**src/rtl/pcm_port_map.vh**
```
// Constants for the companding codec serial PCM port and timing block
`ifndef PCM_PORT_MAP_VH
`define PCM_PORT_MAP_VH
// Clock select codes (three-level pin resolved to two bits)
`define CLK_SEL_2048K 2'h0
`define CLK_SEL_256K 2'h1
`define CLK_SEL_1544K 2'h2
// Master clock edges per 256 kHz filter tick, per clock select
`define DIV_LPF_2048K 8'h08
`define DIV_LPF_256K 8'h01
`define DIV_LPF_1544K 8'h06
// Master clock edges per 8 kHz sample period, less one, per clock select
`define DIV_FRAME_2048K 8'hFF
`define DIV_FRAME_256K 8'h1F
`define DIV_FRAME_1544K 8'hC0
// 256 kHz ticks per 64 kHz tick, less one
`define DIV_HPF 2'h3
// Conversion time and strobe watchdog
`define CONV_TIME_NS 32'h00011940
`define CLK_PERIOD_NS 32'h00000004
`define STROBE_IDLE_NS 32'h0003D090
// Idle squelch: qualifying words in 250 ms at 8 kHz
`define SQUELCH_WORDS 12'h7D0
// Word and frame geometry
`define WORD_BITS 4'h8
`define SIG_FRAMES 4'hB
`define SIG_FRAME_A 4'h5
`define SIG_FRAME_B 4'hB
// Code words
`define MU_POS0 8'hFF
`define MU_NEG0 8'h7F
`define MU_POS1 8'hFE
`define MU_NEG1 8'h7E
`define A_POS0 8'hD5
`define A_NEG0 8'h55
`define A_POS1 8'hD4
`define A_NEG1 8'h54
`define ALL_ZERO 8'h00
`define ZERO_SUBST 8'h02
`endif

```
**src/rtl/pcm_port.v**
```verilog
// Serial PCM port, clock divider, squelch and A/B signalling of a companding codec
// Behaviour
// - Shift eight-bit transmit word out serially
// - Strobe clears bit counter; release after eighth
// - Filter timing divided from master clock
// - Supply 256 kHz low-pass filter tick
// - Supply 64 kHz high-pass filter tick
// - Sample per frame, convert within 72 us
// - Mu-law replaces an all-zero converted code with 02
// - 250 ms idle codes give steady +0
// - Other code leaves squelch, restarts timer
// - Receive shift loads one word per frame
// - Clear pulse zeroes hold each period
// - Every sixth frame LSB carries signalling
// - B bit six frames after A
// - Transmit bits on rising shift edges
// - Receive bits on falling shift edges
// - Power down on pin low or idle strobes
`include "pcm_port_map.vh"
module pcm_port #(
   parameter CONV_CYCLES = `CONV_TIME_NS / `CLK_PERIOD_NS,
   parameter IDLE_CYCLES = `STROBE_IDLE_NS / `CLK_PERIOD_NS
) (
   // Clock and reset
   input wire clk_i,
   input wire reset_n_i,
   // Timing and mode inputs
   input wire master_timing_clock_i,
   input wire [1:0] clk_sel_i,
   input wire power_down_n_i,
   input wire mu_law_i,
   input wire squelch_en_i,
   input wire ab_enable_i,
   // Transmit side
   input wire tx_strobe_i,
   input wire tx_shift_i,
   input wire [7:0] tx_code_i,
   input wire tx_sig_a_i,
   input wire tx_sig_b_i,
   output reg pcm_out_o,
   output reg pcm_out_oe_n_o,
   // Receive side
   input wire rx_strobe_i,
   input wire rx_shift_i,
   input wire rx_pcm_i,
   output reg [7:0] rx_word_o,
   output reg rx_word_valid_o,
   output reg rx_sig_a_o,
   output reg rx_sig_b_o,
   output reg hold_clear_o,
   // Filter and converter timing
   output reg lpf_tick_o,
   output reg hpf_tick_o,
   output reg sample_o,
   output reg convert_done_o,
   output reg power_down_o
);

   reg mclk_d_reg;
   reg tx_strobe_d_reg;
   reg tx_shift_d_reg;
   reg rx_strobe_d_reg;
   reg rx_shift_d_reg;
   reg [7:0] lpf_cnt_reg;
   reg [7:0] frame_cnt_reg;
   reg [1:0] hpf_cnt_reg;
   reg [15:0] conv_cnt_reg;
   reg conv_busy_reg;
   reg [7:0] tx_hold_reg;
   reg [7:0] tx_shreg_reg;
   reg [3:0] tx_bits_reg;
   reg [3:0] tx_frame_reg;
   reg [11:0] idle_words_reg;
   reg squelched_reg;
   reg [7:0] rx_shreg_reg;
   reg [3:0] rx_bits_reg;
   reg [3:0] rx_frame_reg;
   reg [17:0] idle_cnt_reg;
   reg [7:0] lpf_div;
   reg [7:0] frame_div;
   reg [7:0] pos0_word;
   reg idle_code;
   reg [7:0] code_next;
   wire mclk_rise = master_timing_clock_i & ~mclk_d_reg;
   wire tx_strobe_rise = tx_strobe_i & ~tx_strobe_d_reg;
   wire tx_shift_rise = tx_shift_i & ~tx_shift_d_reg;
   wire rx_strobe_rise = rx_strobe_i & ~rx_strobe_d_reg;
   wire rx_shift_fall = ~rx_shift_i & rx_shift_d_reg;
   wire powered = power_down_n_i & ~power_down_o;
   wire [7:0] rx_word_next = {rx_shreg_reg[6:0], rx_pcm_i}; // Word with the final bit shifted in

   // Divide ratios follow the clock select; a mismatch mistimes both the filter ticks and the sample period
   always @* begin
      case (clk_sel_i)
         `CLK_SEL_256K: begin
            lpf_div = `DIV_LPF_256K;
            frame_div = `DIV_FRAME_256K;
         end
         `CLK_SEL_1544K: begin
            lpf_div = `DIV_LPF_1544K;
            frame_div = `DIV_FRAME_1544K;
         end
         default: begin
            lpf_div = `DIV_LPF_2048K;
            frame_div = `DIV_FRAME_2048K;
         end
      endcase
   end

   // Idle code detection and the +0 word of the selected law
   always @* begin
      pos0_word = mu_law_i ? `MU_POS0 : `A_POS0;
      if (mu_law_i) begin
         idle_code = (tx_code_i == `MU_POS0) || (tx_code_i == `MU_NEG0) ||
                     (tx_code_i == `MU_POS1) || (tx_code_i == `MU_NEG1);
      end else begin
         idle_code = (tx_code_i == `A_POS0) || (tx_code_i == `A_NEG0) ||
                     (tx_code_i == `A_POS1) || (tx_code_i == `A_NEG1);
      end
      code_next = tx_code_i;
      if (squelch_en_i && squelched_reg && idle_code) begin
         code_next = pos0_word;
      end
      if (mu_law_i && (code_next == `ALL_ZERO)) begin
         code_next = `ZERO_SUBST;
      end
   end

   // Edge history kept out of reset, so a pulled-up strobe shows no false edge after it
   always @(posedge clk_i) begin
      mclk_d_reg <= master_timing_clock_i;
      tx_strobe_d_reg <= tx_strobe_i;
      tx_shift_d_reg <= tx_shift_i;
      rx_strobe_d_reg <= rx_strobe_i;
      rx_shift_d_reg <= rx_shift_i;
   end

   // Filter ticks and sample period, all from master clock edges
   always @(posedge clk_i) begin
      if (!reset_n_i) begin
         lpf_cnt_reg <= 8'h00;
         frame_cnt_reg <= 8'h00;
         hpf_cnt_reg <= 2'h0;
         lpf_tick_o <= 1'b0;
         hpf_tick_o <= 1'b0;
         sample_o <= 1'b0;
      end else begin
         lpf_tick_o <= 1'b0;
         hpf_tick_o <= 1'b0;
         sample_o <= 1'b0;
         if (mclk_rise && powered) begin
            if (lpf_cnt_reg >= lpf_div - 8'h01) begin
               lpf_cnt_reg <= 8'h00;
               lpf_tick_o <= 1'b1;
               hpf_cnt_reg <= hpf_cnt_reg + 2'h1;
               if (hpf_cnt_reg == `DIV_HPF) begin
                  hpf_tick_o <= 1'b1;
               end
            end else begin
               lpf_cnt_reg <= lpf_cnt_reg + 8'h01;
            end
            if (frame_cnt_reg == frame_div) begin
               frame_cnt_reg <= 8'h00;
               sample_o <= 1'b1;
            end else begin
               frame_cnt_reg <= frame_cnt_reg + 8'h01;
            end
         end
      end
   end

   // Conversion timer; the code word is taken when it expires
   always @(posedge clk_i) begin
      if (!reset_n_i) begin
         conv_cnt_reg <= 16'h0000;
         conv_busy_reg <= 1'b0;
         convert_done_o <= 1'b0;
         tx_hold_reg <= 8'h00;
         idle_words_reg <= 12'h000;
         squelched_reg <= 1'b0;
      end else begin
         convert_done_o <= 1'b0;
         if (sample_o) begin
            conv_busy_reg <= 1'b1;
            conv_cnt_reg <= 16'h0000;
         end else if (conv_busy_reg) begin
            conv_cnt_reg <= conv_cnt_reg + 16'h0001;
            if (conv_cnt_reg == CONV_CYCLES[15:0] - 16'h0001) begin
               conv_busy_reg <= 1'b0;
               convert_done_o <= 1'b1;
               tx_hold_reg <= code_next;
               if (!idle_code) begin
                  idle_words_reg <= 12'h000;
                  squelched_reg <= 1'b0;
               end else if (idle_words_reg == `SQUELCH_WORDS - 12'h001) begin
                  squelched_reg <= 1'b1;
               end else begin
                  idle_words_reg <= idle_words_reg + 12'h001;
               end
            end
         end
      end
   end

   // Transmit shifter; the output floats outside the eight bit slots
   always @(posedge clk_i) begin
      if (!reset_n_i) begin
         tx_shreg_reg <= 8'h00;
         tx_bits_reg <= `WORD_BITS;
         tx_frame_reg <= 4'h0;
         pcm_out_o <= 1'b1;
         pcm_out_oe_n_o <= 1'b1;
      end else if (!powered) begin
         tx_bits_reg <= `WORD_BITS;
         pcm_out_o <= 1'b1;
         pcm_out_oe_n_o <= 1'b1;
      end else if (tx_strobe_rise) begin
         tx_bits_reg <= 4'h0;
         tx_frame_reg <= (tx_frame_reg == `SIG_FRAMES) ? 4'h0 : tx_frame_reg + 4'h1;
         tx_shreg_reg <= tx_hold_reg;
         if (ab_enable_i && (tx_frame_reg == `SIG_FRAME_A - 4'h1)) begin
            tx_shreg_reg <= {tx_hold_reg[7:1], tx_sig_a_i};
         end
         if (ab_enable_i && (tx_frame_reg == `SIG_FRAME_B - 4'h1)) begin
            tx_shreg_reg <= {tx_hold_reg[7:1], tx_sig_b_i};
         end
      end else if (tx_shift_rise) begin
         if (tx_bits_reg < `WORD_BITS) begin
            pcm_out_o <= tx_shreg_reg[7];
            pcm_out_oe_n_o <= 1'b0;
            tx_shreg_reg <= {tx_shreg_reg[6:0], 1'b0};
            tx_bits_reg <= tx_bits_reg + 4'h1;
         end else begin
            pcm_out_o <= 1'b1;
            pcm_out_oe_n_o <= 1'b1;
         end
      end
   end

   // Receive shifter, signalling capture and sample-and-hold clear
   always @(posedge clk_i) begin
      if (!reset_n_i) begin
         rx_shreg_reg <= 8'h00;
         rx_bits_reg <= `WORD_BITS;
         rx_frame_reg <= 4'h0;
         rx_word_o <= 8'h00;
         rx_word_valid_o <= 1'b0;
         rx_sig_a_o <= 1'b0;
         rx_sig_b_o <= 1'b0;
         hold_clear_o <= 1'b0;
      end else begin
         rx_word_valid_o <= 1'b0;
         hold_clear_o <= 1'b0;
         if (!powered) begin
            rx_bits_reg <= `WORD_BITS;
         end else if (rx_strobe_rise) begin
            rx_bits_reg <= 4'h0;
            hold_clear_o <= 1'b1;
            rx_frame_reg <= (rx_frame_reg == `SIG_FRAMES) ? 4'h0 : rx_frame_reg + 4'h1;
         end else if (rx_shift_fall && (rx_bits_reg < `WORD_BITS)) begin
            rx_shreg_reg <= rx_word_next;
            rx_bits_reg <= rx_bits_reg + 4'h1;
            if (rx_bits_reg == `WORD_BITS - 4'h1) begin
               rx_word_o <= rx_word_next;
               rx_word_valid_o <= 1'b1;
               if (ab_enable_i && (rx_frame_reg == `SIG_FRAME_A)) begin
                  rx_sig_a_o <= rx_pcm_i;
               end
               if (ab_enable_i && (rx_frame_reg == `SIG_FRAME_B)) begin
                  rx_sig_b_o <= rx_pcm_i;
               end
            end
         end
      end
   end

   // Strobe watchdog; either strobe edge proves the highway is alive
   always @(posedge clk_i) begin
      if (!reset_n_i) begin
         idle_cnt_reg <= 18'h00000;
         power_down_o <= 1'b0;
      end else begin
         if (tx_strobe_rise || rx_strobe_rise) begin
            idle_cnt_reg <= 18'h00000;
         end else if (idle_cnt_reg != IDLE_CYCLES[17:0]) begin
            idle_cnt_reg <= idle_cnt_reg + 18'h00001;
         end
         power_down_o <= ~power_down_n_i || (idle_cnt_reg == IDLE_CYCLES[17:0]);
      end
   end

endmodule

```
**config.mk**
```make
export PLATFORM = sky130hd
export DESIGN_NAME = pcm_port
export DESIGN_NICKNAME = d
export VERILOG_FILES = /design/src/rtl/pcm_port.v
export VERILOG_INCLUDE_DIRS = /design/src /design/src/rtl
export SDC_FILE = /design/constraint.sdc
export NUM_CORES = 1
export LEC_CHECK = 0
export BUFFER_PORTS_ARGS = -buffer_cell sky130_fd_sc_hd__buf_2
export CORE_MARGIN = 2
export CORE_UTILIZATION = 55
export CTS_CLUSTER_DIAMETER = 60
export CTS_CLUSTER_SIZE = 16
export DETAILED_ROUTE_END_ITERATION = 10
export PLACE_DENSITY = 0.7
export SLEW_MARGIN = 30
export SYNTH_ARGS = -nofsm -noshare
export SYNTH_HDL_FRONTEND = slang
export SYNTH_SLANG_ARGS = --single-unit
```
**constraint.sdc**
```tcl
create_clock -name clk_i -period 4.4 [get_ports clk_i]
set_input_delay 1.1 -clock clk_i [delete_from_list [all_inputs] [get_ports clk_i]]
set_output_delay 1.1 -clock clk_i [all_outputs]
set_load 0.01 [all_outputs]
```
==> flow_metrics.py <==
metrics = {
    "sta": {
        "hold_viol": 0,
        "slew_headroom_pct": 37.9,
        "tightest_slew_ns": 0.918,
        "finClkSkew_ns": 0.00441,
        "drv_slew": 0,
        "setup-tns-final_ns": 0,
        "max_freq_mhz": 387,
        "setup_violations": 0,
        "rsz0062_at_grt": "no",
        "finalCritPeriodShare_pct": 58.7,
        "period_needed_ns": 2.58,
    },
    "cells_and_area": {
        "final_common_cell": "dfxtp_1",
        "largest_reg_flops": 18,
        "layout_common_cells": "129 x dfxtp_1, 105 x nor2_1, 62 x nand2_1, 42 x buf_2, 38 x a21oi_1",
        "diodes": 0,
        "fin_cells": 847,
        "nNetsFinal": 743,
        "num-fill-cells": 851,
        "layout-drive-gt1-share_pct": 13.5,
        "area_growth_pct": 14.7,
    },
    "power": {
        "p_leak_nw": 2.50,
        "p_sw_share_pct": 21.0,
        "p_switching_w": 0.000537,
        "power_w": 0.00256,
        "vdd_ir_drop_max_mv": 0.400,
        "p_clk_share_pct": 50.0,
        "internal_power_w": 0.00202,
        "seqPwrFrac_pct": 46.4,
        "pwr-share-comb_pct": 3.6,
        "power_density_mw_per_mm2": 383,
    },
    "detailed_routing": {
        "drt_iter0_drc": 221,
        "routedLengthMet1_um": 5460,
        "wire_per_inst_um": 13.5,
        "dr_wl_met2_um": 5400,
        "antenna_left": 0,
        "dr.pass1.iters": 4,
        "via_count": 4682,
        "wl_um": 11500,
        "drc": 0,
        "top_layer_used": "met4",
        "via_per_inst": 5.53,
        "dr_wl_met3_um": 404,
    },
    "placed_design": {
        "hpwl_um": 7970,
        "gp_congestion": 0.777,
        "numPortBuffers": 42,
        "dp_cells": 817,
    },
    "setup_path": {
        "cp.required_ns": 4.85,
        "cp-end-kind": "flip-flop",
        "cp_top_family": "compound AO/OA/AOI/OAI gates",
        "crit_type": "in -> reg",
        "critPathLaunchType": "primary input",
        "cp_data_arrival_time_ns": 3.03,
        "cp_slowest_cell": "a2111oi_4",
        "path_buf_inv": 3,
        "cp_max_fo": 8,
        "path_cells": "buf_2, inv_1, ha_1, inv_1, ha_1, nand2b_1, a21o_1, a2111oi_4, o21ai_1, a21oi_1",
        "max_stage_delay_ns": 0.47,
    },
    "floorplan": {
        "core-area_mm2": 0.0103,
        "die_h_um": 107,
        "fp.dieW_um": 107,
        "start_util_pct": 56.5,
        "ios": 43,
        "rows": 37,
        "die-area_mm2": 0.0114,
    },
    "outcome": {
        "status": "complete, no violations",
    },
    "global_route": {
        "grt_overflow": 0,
        "grt_pass1_vias": 4417,
        "grt_max_degree": 52,
        "grt_use_total_pct": 21.4,
        "grt_pass1_wl_um": 19700,
        "antenna_found_initial": 0,
    },
    "synthesis": {
        "synth_edf_count": 0,
        "synth_cells": 656,
        "synth_top_area_share_pct": 44.3,
        "ys_ff_latch": 129,
        "avgSynthCellArea_um2": 8.89,
        "yosys_warnings": 0,
        "synthTopCellsByArea": "dfxtp_1 44%, nor2_1 6.8%, ha_1 4.1%",
        "yosys.area.top_type": "dfxtp_1",
        "synthArstFlopShare_pct": 0,
        "syn-cell-area_mm2": 0.00583,
        "synth.distinct_cells": 65,
        "seq_area_frac_synth_pct": 44.3,
        "syn_nets": 699,
        "synth_ff_type": "dfxtp_1",
    },
    "clock_network": {
        "cts_resized": 0,
        "htree_num_levels": 4,
        "path_clk_slew_ns": 0.06,
        "numCtsBuffers": 17,
        "cts.path.max_buffers": 2,
        "clk_latency_ns": 0.52,
        "cts_tree": "yes",
        "cts-root-buf": "clkbuf_8",
        "cts_num_sinks": 129,
        "cts_setup_buffers": 0,
        "hold_buffers": 0,
    },
    "flow_run": {
        "drv_cap": 0,
    },
    "hold_path": {
        "holdCritPathClass": "reg -> reg",
    },
}
through the flow:
step | utilization (%) | hold WS [ns] | instance area (um2) | setup slack, ns
after floorplan | - | 0.428 | 5830 | 1.65
after global placement | 59.5 | 0.445 | 6140 | 1.39
final | 64.8 | 0.457 | 6690 | 1.82
after global routing | 64.8 | 0.488 | 6690 | 1.61
after detailed placement | 59.5 | 0.449 | 6140 | 1.32
after CTS | 64.8 | 0.458 | 6690 | 1.85
layer usage:
metal / GRT usage (%) / up-vias
met5: 0 / -
met4: 8.91 / 0
met3: 5.53 / 16
met2: 35.1 / 79
met1: 26.9 / 2206
li1: - / 2381
power groups by stage:
| stage | Clock [W] | Sequential (W) | Combinational (W) |
|---|---|---|---|
| 2_1_floorplan | 0 | 0.00121 | 0.0000606 |
| 3_3_place_gp | 0 | 0.00121 | 0.0000891 |
| 3_5_place_dp | 0 | 0.00121 | 0.0000916 |
| 4_1_cts | 0.00131 | 0.00119 | 0.0000923 |
| 5_1_grt | 0.00136 | 0.00119 | 0.000104 |
| 6_report | 0.00128 | 0.00119 | 0.0000922 |
layout make-up:
type	instances	area, um2	area share, %
well taps	136	170	2.54
inverters	22	82.6	1.24
clock buffers	24	490	7.34
repair buffers	46	240	3.59
clock inverters	6	55.1	0.823
flip-flops and latches	129	2580	38.6
multi-input cells	484	3070	45.8
cells in the mapped netlist, types with 5 or more instances:
cell type  count
xnor2_1       21
nand2b_1       8
inv_1         21
and3_1         6
nand2_1       62
or3_1         11
clkbuf_1      15
nor3_1        17
nand3_1       23
nand4_1       19
ha_1          19
mux2i_1       23
xor2_1        25
a311oi_1       8
nor2_1       105
a211oi_1       6
o21ai_0       22
dfxtp_1      129
and2_1         5
a21oi_1       38
kinds of logic (layout without fill, tap and decap cells):
logic type      count (synthesis)  count (layout)  share of synthesized area, %
fa+ha+maj                      19              19                          4.08
flops                         129             129                          44.3
simple gates                  303             303                          26.8
xor+xnor                       46              46                          6.91
buf+inv                        43              98                          3.26
compound gates                 92              92                          10.6
mux                            24              24                          4.14
worst min-delay path, stage by stage, from the launching register on:
cell	delay (ns)
dfxtp_1	0.31
nand2_1	0.05
a21oi_1	0.05
worst paths after layout:
kind                                 end                         from  slack (ns)  cells after the start
min          tx_hold_reg[5]$_SDFFE_PN0P_  tx_hold_reg[5]$_SDFFE_PN0P_        0.46                      2
max reg2reg  lpf_cnt_reg[1]$_SDFFE_PN0P_  lpf_cnt_reg[0]$_SDFFE_PN0P_        2.26                      7
max          lpf_cnt_reg[1]$_SDFFE_PN0P_                 clk_sel_i[1]        1.82                     10
min reg2reg  tx_hold_reg[5]$_SDFFE_PN0P_  tx_hold_reg[5]$_SDFFE_PN0P_        0.46                      2
Power figures use the tool's default switching activity.
